### config.mk
export PLATFORM = sky130hd
export DESIGN_NAME = hwf_device_flat
export DESIGN_NICKNAME = d
export VERILOG_FILES = /design/src/hwf_pkg.sv /design/src/hwf_link_if.sv /design/src/hwf_device.sv /design/src/flat_wrapper.sv
export VERILOG_INCLUDE_DIRS = /design/src
export SDC_FILE = /design/constraint.sdc
export NUM_CORES = 2
export LEC_CHECK = 0
export ABC_CLOCK_PERIOD_IN_PS = 8800
export BUFFER_PORTS_ARGS = -buffer_cell sky130_fd_sc_hd__buf_2
export CAP_MARGIN = 20
export CORE_UTILIZATION = 50
export CTS_CLUSTER_SIZE = 20
export DETAILED_ROUTE_END_ITERATION = 10
export GPL_TIMING_DRIVEN = 0
export MAX_ROUTING_LAYER = met4
export PLACE_DENSITY = 0.67
export SLEW_MARGIN = 20
export SYNTH_ARGS = -nofsm -noshare
export SYNTH_HDL_FRONTEND = slang
export SYNTH_SLANG_ARGS = --single-unit
### constraint.sdc
create_clock -name CLK -period 8.8 [get_ports CLK]
set_clock_uncertainty 0.05 [all_clocks]
set_input_delay 1.76 -clock CLK [delete_from_list [all_inputs] [get_ports CLK]]
set_output_delay 1.76 -clock CLK [all_outputs]
set_load 0.005 [all_outputs]
### src/hwf_defines.svh
`ifndef HWF_DEFINES_SVH
`define HWF_DEFINES_SVH

// ----------------------------------------------------------------
// feature control register bit positions
// ----------------------------------------------------------------
`define HWF_B_CLKSEL    6
`define HWF_B_NOPRE     7
`define HWF_B_DOZE      8
`define HWF_B_NAP       9
`define HWF_B_SLEEP     10
`define HWF_B_DPM       11
`define HWF_B_ICE       16
`define HWF_B_DCE       17
`define HWF_B_INSTR_CACHE_FREEZE     18
`define HWF_B_DATA_CACHE_FREEZE     19
`define HWF_B_INSTR_CACHE_FLUSH_ALL      20
`define HWF_WR_MASK     32'h001F0FC0
`define HWF_CTL_RESET   32'h00000000

// ----------------------------------------------------------------
// timing and encodings
// ----------------------------------------------------------------
`define HWF_SLEEP_DELAY 8'h04
`define HWF_PLL_SETTLE  8'h02
`define HWF_PLL_BYPASS  4'hF
`define HWF_PLL_RESET   4'h0
`define HWF_CLK_HARD_RESET_N  2'h0

// ----------------------------------------------------------------
// system logic apb registers
// ----------------------------------------------------------------
`define HWF_A_CTRL      8'h00
`define HWF_A_STATUS    8'h04
`define HWF_A_PLLCFG    8'h08
`define HWF_C_GRANT     0
`define HWF_C_PLLOFF    1
`define HWF_C_RESTORE   2
`define HWF_CTRL_RESET  3'h0

`endif

### src/hwf_pkg.sv
package hwf_pkg;

	typedef enum logic [2:0] {
		PWR_RUN    = 3'b000,
		PWR_DOZE   = 3'b001,
		PWR_NAP    = 3'b010,
		PWR_SLPREQ = 3'b011,
		PWR_SLPWT  = 3'b100,
		PWR_SLEEP  = 3'b101
	} hwf_pwr_t;

	typedef enum logic [1:0] {
		SYS_IDLE    = 2'b00,
		SYS_GRANT   = 2'b01,
		SYS_BYPASS  = 2'b10,
		SYS_STOPPED = 2'b11
	} hwf_sys_t;

endpackage : hwf_pkg

### src/hwf_link_if.sv
`timescale 1ns/1ps
interface hwf_link_if (
	input wire logic CLK,
	input wire logic RST_N
);
	logic       quiesce_request_n;
	logic       quiesce_grant_n;
	logic       retry_dev_o;
	logic       retry_dev_oe_n;
	logic       retry_host_o;
	logic       retry_host_oe_n;
	logic       address_retry_n;
	logic       retry_keep;
	logic [3:0] pll_cfg;
	logic       system_clock_in;

	// ----------------------------------------------------------------
	// shared retry line: device wins, undriven line keeps its level
	// ----------------------------------------------------------------
	always_comb begin
		if (!retry_dev_oe_n)
			address_retry_n = retry_dev_o;
		else if (!retry_host_oe_n)
			address_retry_n = retry_host_o;
		else
			address_retry_n = retry_keep;
	end

	always_ff @(posedge CLK or negedge RST_N) begin
		if (!RST_N)
			retry_keep <= 1'b1;
		else
			retry_keep <= address_retry_n;
	end

	modport dev (
		output quiesce_request_n, retry_dev_o, retry_dev_oe_n,
		input  quiesce_grant_n, address_retry_n, pll_cfg, system_clock_in
	);

	modport host (
		input  quiesce_request_n, address_retry_n,
		output quiesce_grant_n, retry_host_o, retry_host_oe_n, pll_cfg, system_clock_in
	);

endinterface : hwf_link_if

### src/hwf_device.sv
// Register access over APB and the address map were chosen for this implementation.
`timescale 1ns/1ps
`include "hwf_defines.svh"
module hwf_device #(
	parameter int SETS   = 128,
	parameter int NUNITS = 4
) (
	input  wire logic              CLK,
	input  wire logic              RST_N,
	hwf_link_if.dev                LINK,
	input  wire logic              SPR_WE,
	input  wire logic [31:0]       SPR_WDATA,
	output logic      [31:0]       SPR_RDATA,
	input  wire logic              MACHINE_STATE_LOWPWR_BIT,
	input  wire logic              WAKE,
	input  wire logic              HARD_RESET_N,
	input  wire logic              CLKOUT_TYPE_SEL_B,
	output logic                   CLK_OUT_EN,
	output logic      [1:0]        CLK_OUT_SEL,
	output hwf_pkg::hwf_pwr_t      PWR_STATE,
	output logic                   CORE_ACTIVE,
	output logic                   SNOOP_ACTIVE,
	output logic                   PLL_TB_ACTIVE,
	input  wire logic [NUNITS-1:0] UNIT_IDLE,
	output logic      [NUNITS-1:0] UNIT_LOWPWR,
	input  wire logic              RETRY_REQ,
	input  wire logic              ACC_VALID,
	input  wire logic              ACC_INSTR,
	input  wire logic [$clog2(SETS)-1:0] ACC_SET,
	input  wire logic              ACC_WAY,
	input  wire logic              ACC_TAG_HIT,
	input  wire logic              ACC_XLATE_CI,
	output logic                   RES_VALID,
	output logic                   RES_HIT,
	output logic                   RES_FILL,
	output logic                   RES_SINGLE_BEAT,
	output logic                   CACHE_INHIBIT_PIN,
	input  wire logic              SNP_VALID,
	input  wire logic              SNP_INSTR,
	input  wire logic [$clog2(SETS)-1:0] SNP_SET,
	input  wire logic              SNP_WAY,
	input  wire logic              SNP_TAG_HIT,
	input  wire logic              SNP_KILL,
	output logic                   SNP_HIT,
	output logic                   FLUSH_BUSY
);
	import hwf_pkg::*;

	localparam int SW = $clog2(SETS);

	typedef struct packed {
		logic [31:0]       ctl;
		logic [31:0]       rdata;
		hwf_pwr_t          pwr;
		logic              pow_q;
		logic [7:0]        slp_cnt;
		logic              qreq_n;
		logic [1:0]        rty_ph;
		logic              rty_o;
		logic              rty_oe_n;
		logic              fl_busy;
		logic [SW-1:0]     fl_set;
		logic [2*SETS-1:0] ic_v;
		logic [2*SETS-1:0] dc_v;
		logic [SETS-1:0]   ic_lru;
		logic [SETS-1:0]   dc_lru;
		logic              res_valid;
		logic              res_hit;
		logic              res_fill;
		logic              res_single;
		logic              res_ci;
		logic              snp_hit;
		logic              clk_en;
		logic [1:0]        clk_sel;
		logic [NUNITS-1:0] unit_lp;
		logic              core_act;
		logic              snp_act;
		logic              pll_act;
	} hwf_dev_st_t;

	hwf_dev_st_t st_r;
	hwf_dev_st_t st_nxt;

	function automatic int unsigned vidx(input logic [SW-1:0] set, input logic way);
		vidx = 32'({set, way});
	endfunction : vidx

	logic acc_en;
	logic acc_lock;
	logic acc_blk;
	logic acc_vbit;
	logic acc_hit;
	logic acc_fill;
	logic snp_en;
	logic snp_vbit;
	logic snp_hit;
	logic pow_rise;

	always_comb begin
		st_nxt = st_r;

		// ----------------------------------------------------------------
		// register write and readback
		// ----------------------------------------------------------------
		if (SPR_WE)
			st_nxt.ctl = SPR_WDATA & `HWF_WR_MASK;

		// ----------------------------------------------------------------
		// flash invalidate of the instruction cache
		// ----------------------------------------------------------------
		if (st_r.fl_busy) begin
			st_nxt.ic_v[vidx(st_r.fl_set, 1'b0)] = 1'b0;
			st_nxt.ic_v[vidx(st_r.fl_set, 1'b1)] = 1'b0;
			st_nxt.ic_lru[st_r.fl_set]           = 1'b0;
			st_nxt.fl_set  = st_r.fl_set + 1'b1;
			st_nxt.fl_busy = (st_r.fl_set != SW'(SETS - 1));
		end else if (st_r.ctl[`HWF_B_INSTR_CACHE_FLUSH_ALL] && st_r.ctl[`HWF_B_ICE]) begin
			st_nxt.fl_busy = 1'b1;
			st_nxt.fl_set  = '0;
			if (!SPR_WE)
				st_nxt.ctl[`HWF_B_INSTR_CACHE_FLUSH_ALL] = 1'b0;
		end

		// ----------------------------------------------------------------
		// cache access decision
		// ----------------------------------------------------------------
		acc_en   = ACC_INSTR ? st_r.ctl[`HWF_B_ICE] : st_r.ctl[`HWF_B_DCE];
		acc_lock = ACC_INSTR ? st_r.ctl[`HWF_B_INSTR_CACHE_FREEZE] : st_r.ctl[`HWF_B_DATA_CACHE_FREEZE];
		acc_blk  = ACC_INSTR && st_r.fl_busy;
		acc_vbit = ACC_INSTR ? st_r.ic_v[vidx(ACC_SET, ACC_WAY)]
		                     : st_r.dc_v[vidx(ACC_SET, ACC_WAY)];
		acc_hit  = ACC_VALID && acc_en && !acc_blk && ACC_TAG_HIT && acc_vbit;
		acc_fill = ACC_VALID && acc_en && !acc_blk && !acc_hit && !acc_lock
		           && !ACC_XLATE_CI;
		st_nxt.res_valid  = ACC_VALID;
		st_nxt.res_hit    = acc_hit;
		st_nxt.res_fill   = acc_fill;
		st_nxt.res_single = ACC_VALID && !acc_hit && !acc_fill;
		st_nxt.res_ci     = ACC_VALID ? ACC_XLATE_CI : st_r.res_ci;
		if (acc_fill || acc_hit) begin
			if (ACC_INSTR) begin
				st_nxt.ic_v[vidx(ACC_SET, ACC_WAY)] = 1'b1;
				st_nxt.ic_lru[ACC_SET] = ~ACC_WAY;
			end else begin
				st_nxt.dc_v[vidx(ACC_SET, ACC_WAY)] = 1'b1;
				st_nxt.dc_lru[ACC_SET] = ~ACC_WAY;
			end
		end

		// ----------------------------------------------------------------
		// snoop handling, same in locked and unlocked cache
		// ----------------------------------------------------------------
		snp_en   = SNP_INSTR ? (st_r.ctl[`HWF_B_ICE] && !st_r.fl_busy)
		                     : st_r.ctl[`HWF_B_DCE];
		snp_vbit = SNP_INSTR ? st_r.ic_v[vidx(SNP_SET, SNP_WAY)]
		                     : st_r.dc_v[vidx(SNP_SET, SNP_WAY)];
		snp_hit  = SNP_VALID && snp_en && SNP_TAG_HIT && snp_vbit
		           && (st_r.pwr == PWR_RUN || st_r.pwr == PWR_DOZE);
		st_nxt.snp_hit = snp_hit;
		if (snp_hit && SNP_KILL) begin
			if (SNP_INSTR)
				st_nxt.ic_v[vidx(SNP_SET, SNP_WAY)] = 1'b0;
			else
				st_nxt.dc_v[vidx(SNP_SET, SNP_WAY)] = 1'b0;
		end

		// ----------------------------------------------------------------
		// power modes
		// ----------------------------------------------------------------
		st_nxt.pow_q = MACHINE_STATE_LOWPWR_BIT;
		pow_rise = MACHINE_STATE_LOWPWR_BIT && !st_r.pow_q;
		unique case (st_r.pwr)
			PWR_RUN: begin
				if (pow_rise && st_r.ctl[`HWF_B_SLEEP]) begin
					st_nxt.pwr    = PWR_SLPREQ;
					st_nxt.qreq_n = 1'b0;
				end else if (pow_rise && st_r.ctl[`HWF_B_NAP])
					st_nxt.pwr = PWR_NAP;
				else if (pow_rise && st_r.ctl[`HWF_B_DOZE])
					st_nxt.pwr = PWR_DOZE;
			end
			PWR_DOZE, PWR_NAP, PWR_SLEEP: begin
				if (WAKE) begin
					st_nxt.pwr    = PWR_RUN;
					st_nxt.qreq_n = 1'b1;
				end
			end
			PWR_SLPREQ: begin
				if (WAKE) begin
					st_nxt.pwr    = PWR_RUN;
					st_nxt.qreq_n = 1'b1;
				end else if (!LINK.quiesce_grant_n) begin
					st_nxt.pwr     = PWR_SLPWT;
					st_nxt.slp_cnt = '0;
				end
			end
			PWR_SLPWT: begin
				st_nxt.slp_cnt = st_r.slp_cnt + 8'h01;
				if (st_r.slp_cnt == `HWF_SLEEP_DELAY - 8'h01)
					st_nxt.pwr = PWR_SLEEP;
			end
			default: st_nxt.pwr = PWR_RUN;
		endcase

		// ----------------------------------------------------------------
		// retry line drive and precharge
		// ----------------------------------------------------------------
		unique case (st_r.rty_ph)
			2'd0: begin
				if (RETRY_REQ) begin
					st_nxt.rty_ph   = 2'd1;
					st_nxt.rty_o    = 1'b0;
					st_nxt.rty_oe_n = 1'b0;
				end
			end
			2'd1: begin
				st_nxt.rty_ph   = 2'd2;
				st_nxt.rty_o    = 1'b1;
				st_nxt.rty_oe_n = st_r.ctl[`HWF_B_NOPRE];
			end
			default: begin
				st_nxt.rty_ph   = 2'd0;
				st_nxt.rty_oe_n = 1'b1;
			end
		endcase

		// ----------------------------------------------------------------
		// clock-out select and dynamic power
		// ----------------------------------------------------------------
		if (!HARD_RESET_N) begin
			st_nxt.clk_en  = 1'b1;
			st_nxt.clk_sel = `HWF_CLK_HARD_RESET_N;
		end else begin
			st_nxt.clk_sel = {CLKOUT_TYPE_SEL_B, st_r.ctl[`HWF_B_CLKSEL]};
			st_nxt.clk_en  = CLKOUT_TYPE_SEL_B || st_r.ctl[`HWF_B_CLKSEL];
		end
		st_nxt.unit_lp = st_r.ctl[`HWF_B_DPM] ? UNIT_IDLE : '0;
		st_nxt.rdata   = st_nxt.ctl;
		// activity flags registered from the next state so they track PWR_STATE
		st_nxt.core_act = (st_nxt.pwr == PWR_RUN);
		st_nxt.snp_act  = (st_nxt.pwr == PWR_RUN) || (st_nxt.pwr == PWR_DOZE);
		st_nxt.pll_act  = (st_nxt.pwr != PWR_SLEEP);
	end

	always_ff @(posedge CLK or negedge RST_N) begin
		if (!RST_N) begin
			st_r          <= '0;
			st_r.ctl      <= `HWF_CTL_RESET;
			st_r.pwr      <= PWR_RUN;
			st_r.qreq_n   <= 1'b1;
			st_r.rty_o    <= 1'b1;
			st_r.rty_oe_n <= 1'b1;
			st_r.core_act <= 1'b1;
			st_r.snp_act  <= 1'b1;
			st_r.pll_act  <= 1'b1;
		end else
			st_r <= st_nxt;
	end

	// ----------------------------------------------------------------
	// outputs
	// ----------------------------------------------------------------
	assign SPR_RDATA              = st_r.rdata;
	assign CLK_OUT_EN             = st_r.clk_en;
	assign CLK_OUT_SEL            = st_r.clk_sel;
	assign PWR_STATE              = st_r.pwr;
	assign CORE_ACTIVE            = st_r.core_act;
	assign SNOOP_ACTIVE           = st_r.snp_act;
	assign PLL_TB_ACTIVE          = st_r.pll_act;
	assign UNIT_LOWPWR            = st_r.unit_lp;
	assign RES_VALID              = st_r.res_valid;
	assign RES_HIT                = st_r.res_hit;
	assign RES_FILL               = st_r.res_fill;
	assign RES_SINGLE_BEAT        = st_r.res_single;
	assign CACHE_INHIBIT_PIN      = st_r.res_ci;
	assign SNP_HIT                = st_r.snp_hit;
	assign FLUSH_BUSY             = st_r.fl_busy;
	assign LINK.quiesce_request_n = st_r.qreq_n;
	assign LINK.retry_dev_o       = st_r.rty_o;
	assign LINK.retry_dev_oe_n    = st_r.rty_oe_n;

endmodule : hwf_device

### src/flat_wrapper.sv
// flat-port wrapper written by rule: the top's interface ports become plain ports
module hwf_device_flat import hwf_pkg::*;
#(
	parameter int SETS   = 128,
	parameter int NUNITS = 4
)
  (CLK, RST_N, SPR_WE, SPR_WDATA, SPR_RDATA, MACHINE_STATE_LOWPWR_BIT, WAKE, HARD_RESET_N, CLKOUT_TYPE_SEL_B, CLK_OUT_EN, CLK_OUT_SEL, PWR_STATE, CORE_ACTIVE, SNOOP_ACTIVE, PLL_TB_ACTIVE, UNIT_IDLE, UNIT_LOWPWR, RETRY_REQ, ACC_VALID, ACC_INSTR, ACC_SET, ACC_WAY, ACC_TAG_HIT, ACC_XLATE_CI, RES_VALID, RES_HIT, RES_FILL, RES_SINGLE_BEAT, CACHE_INHIBIT_PIN, SNP_VALID, SNP_INSTR, SNP_SET, SNP_WAY, SNP_TAG_HIT, SNP_KILL, SNP_HIT, FLUSH_BUSY, LINK_quiesce_request_n, LINK_retry_dev_o, LINK_retry_dev_oe_n, LINK_quiesce_grant_n, LINK_pll_cfg, LINK_system_clock_in);
  hwf_link_if LINK_i (.CLK(CLK), .RST_N(RST_N));
  input  wire logic CLK;
  input  wire logic RST_N;
  input  wire logic SPR_WE;
  input  wire logic [31:0] SPR_WDATA;
  output logic      [31:0] SPR_RDATA;
  input  wire logic MACHINE_STATE_LOWPWR_BIT;
  input  wire logic WAKE;
  input  wire logic HARD_RESET_N;
  input  wire logic CLKOUT_TYPE_SEL_B;
  output logic CLK_OUT_EN;
  output logic      [1:0] CLK_OUT_SEL;
  output hwf_pkg::hwf_pwr_t PWR_STATE;
  output logic CORE_ACTIVE;
  output logic SNOOP_ACTIVE;
  output logic PLL_TB_ACTIVE;
  input  wire logic [NUNITS-1:0] UNIT_IDLE;
  output logic      [NUNITS-1:0] UNIT_LOWPWR;
  input  wire logic RETRY_REQ;
  input  wire logic ACC_VALID;
  input  wire logic ACC_INSTR;
  input  wire logic [$clog2(SETS)-1:0] ACC_SET;
  input  wire logic ACC_WAY;
  input  wire logic ACC_TAG_HIT;
  input  wire logic ACC_XLATE_CI;
  output logic RES_VALID;
  output logic RES_HIT;
  output logic RES_FILL;
  output logic RES_SINGLE_BEAT;
  output logic CACHE_INHIBIT_PIN;
  input  wire logic SNP_VALID;
  input  wire logic SNP_INSTR;
  input  wire logic [$clog2(SETS)-1:0] SNP_SET;
  input  wire logic SNP_WAY;
  input  wire logic SNP_TAG_HIT;
  input  wire logic SNP_KILL;
  output logic SNP_HIT;
  output logic FLUSH_BUSY;
  output wire logic [$bits(LINK_i.quiesce_request_n)-1:0] LINK_quiesce_request_n;
  output wire logic [$bits(LINK_i.retry_dev_o)-1:0] LINK_retry_dev_o;
  output wire logic [$bits(LINK_i.retry_dev_oe_n)-1:0] LINK_retry_dev_oe_n;
  input wire logic [$bits(LINK_i.quiesce_grant_n)-1:0] LINK_quiesce_grant_n;
  input wire logic [$bits(LINK_i.pll_cfg)-1:0] LINK_pll_cfg;
  input wire logic [$bits(LINK_i.system_clock_in)-1:0] LINK_system_clock_in;
  assign LINK_quiesce_request_n = LINK_i.quiesce_request_n;
  assign LINK_retry_dev_o = LINK_i.retry_dev_o;
  assign LINK_retry_dev_oe_n = LINK_i.retry_dev_oe_n;
  assign LINK_i.quiesce_grant_n = LINK_quiesce_grant_n;
  assign LINK_i.pll_cfg = LINK_pll_cfg;
  assign LINK_i.system_clock_in = LINK_system_clock_in;
  hwf_device #(.SETS(SETS), .NUNITS(NUNITS)) u_core (.CLK(CLK), .RST_N(RST_N), .LINK(LINK_i), .SPR_WE(SPR_WE), .SPR_WDATA(SPR_WDATA), .SPR_RDATA(SPR_RDATA), .MACHINE_STATE_LOWPWR_BIT(MACHINE_STATE_LOWPWR_BIT), .WAKE(WAKE), .HARD_RESET_N(HARD_RESET_N), .CLKOUT_TYPE_SEL_B(CLKOUT_TYPE_SEL_B), .CLK_OUT_EN(CLK_OUT_EN), .CLK_OUT_SEL(CLK_OUT_SEL), .PWR_STATE(PWR_STATE), .CORE_ACTIVE(CORE_ACTIVE), .SNOOP_ACTIVE(SNOOP_ACTIVE), .PLL_TB_ACTIVE(PLL_TB_ACTIVE), .UNIT_IDLE(UNIT_IDLE), .UNIT_LOWPWR(UNIT_LOWPWR), .RETRY_REQ(RETRY_REQ), .ACC_VALID(ACC_VALID), .ACC_INSTR(ACC_INSTR), .ACC_SET(ACC_SET), .ACC_WAY(ACC_WAY), .ACC_TAG_HIT(ACC_TAG_HIT), .ACC_XLATE_CI(ACC_XLATE_CI), .RES_VALID(RES_VALID), .RES_HIT(RES_HIT), .RES_FILL(RES_FILL), .RES_SINGLE_BEAT(RES_SINGLE_BEAT), .CACHE_INHIBIT_PIN(CACHE_INHIBIT_PIN), .SNP_VALID(SNP_VALID), .SNP_INSTR(SNP_INSTR), .SNP_SET(SNP_SET), .SNP_WAY(SNP_WAY), .SNP_TAG_HIT(SNP_TAG_HIT), .SNP_KILL(SNP_KILL), .SNP_HIT(SNP_HIT), .FLUSH_BUSY(FLUSH_BUSY));
endmodule
==> impl_results.md <==
- CP dominant cell by count: buf_2
- Crit-path slowest cell: buf_1
- CTS Buf Count: 67
- Switching pwr: 2.26 mW
- I/O Buffers: 70
- First-pass GRT wire length: 251000 um
- Max Cap Viol: 0
- Yosys warnings: 0
- DRT iter0 DRCs: 6553
- Post-synth EDFFs: 0
- Worst-path fanout max: 10
- PwrDens: 179 nW/um^2
- Synth top area share: 40.7%
- Layout cells sized above 1: 21.1%
- Pre-CTS worst setup slack: 1.37 ns
- Area of the multi-input gates: 18300 um^2
- Starting Density: 50.9%
- GR Layer Usage met2: 68.4%
- FMAX: 140 MHz
- CTS Sinks: 564
- Post-Syn Area: 34300 um^2
- Rel. slew slack: 9.57%
- Leak: 16.3 nW
- Core area: 67500 um^2
- Area Overhead vs Synth: 12.4%
- GRT Max-Usage Layer: met2
- GRT overflow: 0
- Post-layout nets: 3567
- Die Y: 264 um
- CP cell instances: buf_2 > buf_2 > buf_1 > clkbuf_1 > nand2_1 > a21oi_1 > nor4_1 > nand3_1 > o2111ai_2 > buf_4 > nor3_2 > buf_6 > buf_2 > a22oi_1
- Sw Share: 32.7%
- Fill count: 5978
- TritonRoute pass-1 iters: 9
- Post-CTS Setup Bufs: 0
- WL/cell: 41.3 um
- Comb power frac: 18.3%
- Clock share of power: 41.7%
- # rows: 95
- CP bufs+invs: 7
- Clock transition at path regs: 0.06 ns
- Worst Path Required: 9.21 ns
- Detail Route Antenna Nets: 0
- Maximum vdd drop: 0.000165 V
- Drt total wl: 183000 um
- Sequential cell area: 14100 um^2
- Syn_area_per_cell: 10.4 um^2
- Seq pwr share: 40.0%
- Area contributors post-synth: dfrtp_1 (41%), mux4_2 (16%), a21oi_1 (8.8%)
- Critical Path AT: 7.52 ns
- Slew Viols, Final: 0
- Fraction of registers with async set/reset: 100%
- Most common cell after layout, fill and taps aside: a21oi_1
- Crit Path Category: in -> reg
- CTS tree: done
- Crit start category: input pin
- # resized after CTS: 0
- Cell count after synthesis: 3312
- H-tree depth: 3
- Period utilization: 80.9%
- Final Hold Vio Count: 0
- Post-synth cell types: 81
- Final setup viols: 0
- Initial antenna violation count: 16
- IO Pins: 129
- Endpoint class of the critical path: flop
- Die ar.: 69700 um^2
- Clk buf depth: 3
- Sequential area share after synthesis: 41.1%
- GR Util met3: 28.8%
- Delay of the slowest critical-path stage: 1.04 ns
- Post-cts hold buffer count: 0
- Vias in the first global route: 31.9k
- #FFs+latches synth: 564
- Vias: 33.9k
- RSZ-0062 raised after global routing: false
- Largest net degree at the start of global routing: 96
- DRC Markers: 0
- Placer's final routability congestion estimate: 1.11
- Detailed placer's ending HPWL: 130000 um
- Int Pwr: 4.65 mW
- Clk root buf: clkbuf_16
- Min Tclk post-route: 7.12 ns
- Ys flop type: dfrtp_1
- Final worst-path setup slack: 1.68 ns
- TNS Setup: 0 ns
- Status: complete, no violations
- Post-layout power: 6.92 mW
- Worst skew pair latency: 0.64 ns
- All-layer global routing usage: 53.9%
- Via density: 7.65
- Area leader, netlist: dfrtp_1
- Most frequent cells in the layout: a21oi_1 (607), dfrtp_1 (558), mux4_2 (241)
- Worst-Margin Slew: 1.36 ns
- Min-Delay Path Class: reg -> reg
- CP delay by family, top: buffers and inverters
- Die Width: 264 um
- GRT met1 Usage: 65.9%
## state kept, by name, indices dropped and copies added (netlist names)
register / count
u_core.st_r: 541
u_core.UNIT_LOWPWR: 4
u_core.PWR_STATE: 3
u_core.CLK_OUT_SEL: 2
u_core.CACHE_INHIBIT_PIN: 1
u_core.CLK_OUT_EN: 1
u_core.CORE_ACTIVE: 1
u_core.FLUSH_BUSY: 1
u_core.LINK.quiesce_request_n: 1
u_core.LINK.retry_dev_o: 1
u_core.LINK.retry_dev_oe_n: 1
u_core.PLL_TB_ACTIVE: 1
u_core.RES_FILL: 1
u_core.RES_HIT: 1
u_core.RES_SINGLE_BEAT: 1
u_core.RES_VALID: 1
u_core.SNOOP_ACTIVE: 1
u_core.SNP_HIT: 1
## synth_stat cells, drive strengths merged, types with 25 or more instances
cell type and n:
a31oi 218, buf 203, dfrtp 558, a22oi 106
inv 61, mux4 241, a21oi 607, nor3 28
mux2i 100, a2111o 32, nand2 157, clkbuf 169
a2bb2oi 32, mux2 31, a21boi 25, nand3 71
nor2b 95, nor2 214, and2 111
## stage by stage
| step | util (%) | instances | area (um^2) | hold WS (ns) |
|---|---|---|---|---|
| final | 57.2 | 4434 | 38600 | 0.433 |
| after floorplan | - | 3332 | 34400 | 0.379 |
| after global routing | 57.2 | 4429 | 38600 | 0.461 |
| after global placement | 53.1 | 4275 | 35900 | 0.398 |
| after detailed placement | 53.8 | 4294 | 36300 | 0.421 |
| after CTS | 57.1 | 4414 | 38500 | 0.431 |
## metal layers
layer / vias up / wire length (um)
met1: 16900 / 65400
met5: - / 0
li1: 12900 / -
met3: 813 / 32100
met2: 3354 / 71000
met4: 0 / 14700
## final cells by class
cell class	count	area share [%]
well taps	873	2.83
plain buffers	372	5.05
inverters	61	0.593
repair buffers	90	1.72
clock buffers	98	5.09
multi-input cells	2335	47.4
diodes	19	0.123
clock inverters	22	0.600
flip-flops and latches	564	36.6
## worst reg2reg max path: stages (launching register included)
cell and delay [ns]:
dfrtp_1 0.46, nor2b_1 0.72, mux2_1 0.28, nand2_1 0.09
or3_1 0.36, clkbuf_1 0.41, buf_2 0.42, a21oi_1 0.48
clkbuf_1 0.84, a31oi_1 0.19, a21oi_1 0.20
## cell families (layout without fill, tap and decap cells)
logic type | after synthesis | after routing | synth area share [%]
AO/OA/AOI/OAI | 1170 | 1170 | 21.6
adder cells (fa/ha/maj) | 2 | 2 | 0.0728
AND/OR/NAND/NOR | 762 | 762 | 11.0
buffers and inverters | 433 | 643 | 6.26
XOR/XNOR | 8 | 8 | 0.204
multiplexers | 372 | 372 | 19.7
flip-flops | 564 | 564 | 41.1
other | 1 | 40 | 0.0109
## worst paths after layout
| check | start | to | cells after the start | slack, ns |
|---|---|---|---|---|
| min in group asynchronous | RST_N | u_core.st_r[798]$_DFFE_PN0P_ | 1 | 1.08 |
| hold reg to reg | u_core.st_r[794]$_DFFE_PN0P_ | u_core.st_r[794]$_DFFE_PN0P_ | 1 | 0.43 |
| hold / removal | u_core.st_r[794]$_DFFE_PN0P_ | u_core.st_r[794]$_DFFE_PN0P_ | 1 | 0.43 |
| max in group asynchronous | RST_N | u_core.st_r[416]$_DFF_PN0_ | 3 | 6.20 |
| setup / recovery | SNP_SET[2] | u_core.st_r[380]$_DFF_PN0_ | 14 | 1.68 |
| setup reg to reg | u_core.st_r[857]$_DFFE_PN0P_ | u_core.st_r[544]$_DFF_PN0_ | 10 | 4.22 |
## power by group through the flow
stage          clock network (mW)  logic, mW  registers, mW
4_1_cts                      2.86       1.17           2.77
5_1_grt                      2.95       1.27           2.78
2_1_floorplan                   0      0.609           2.79
6_report                     2.89       1.26           2.77
3_3_place_gp                    0       1.14           2.81
3_5_place_dp                    0       1.17           2.81
(Power assumes the default switching activity.)
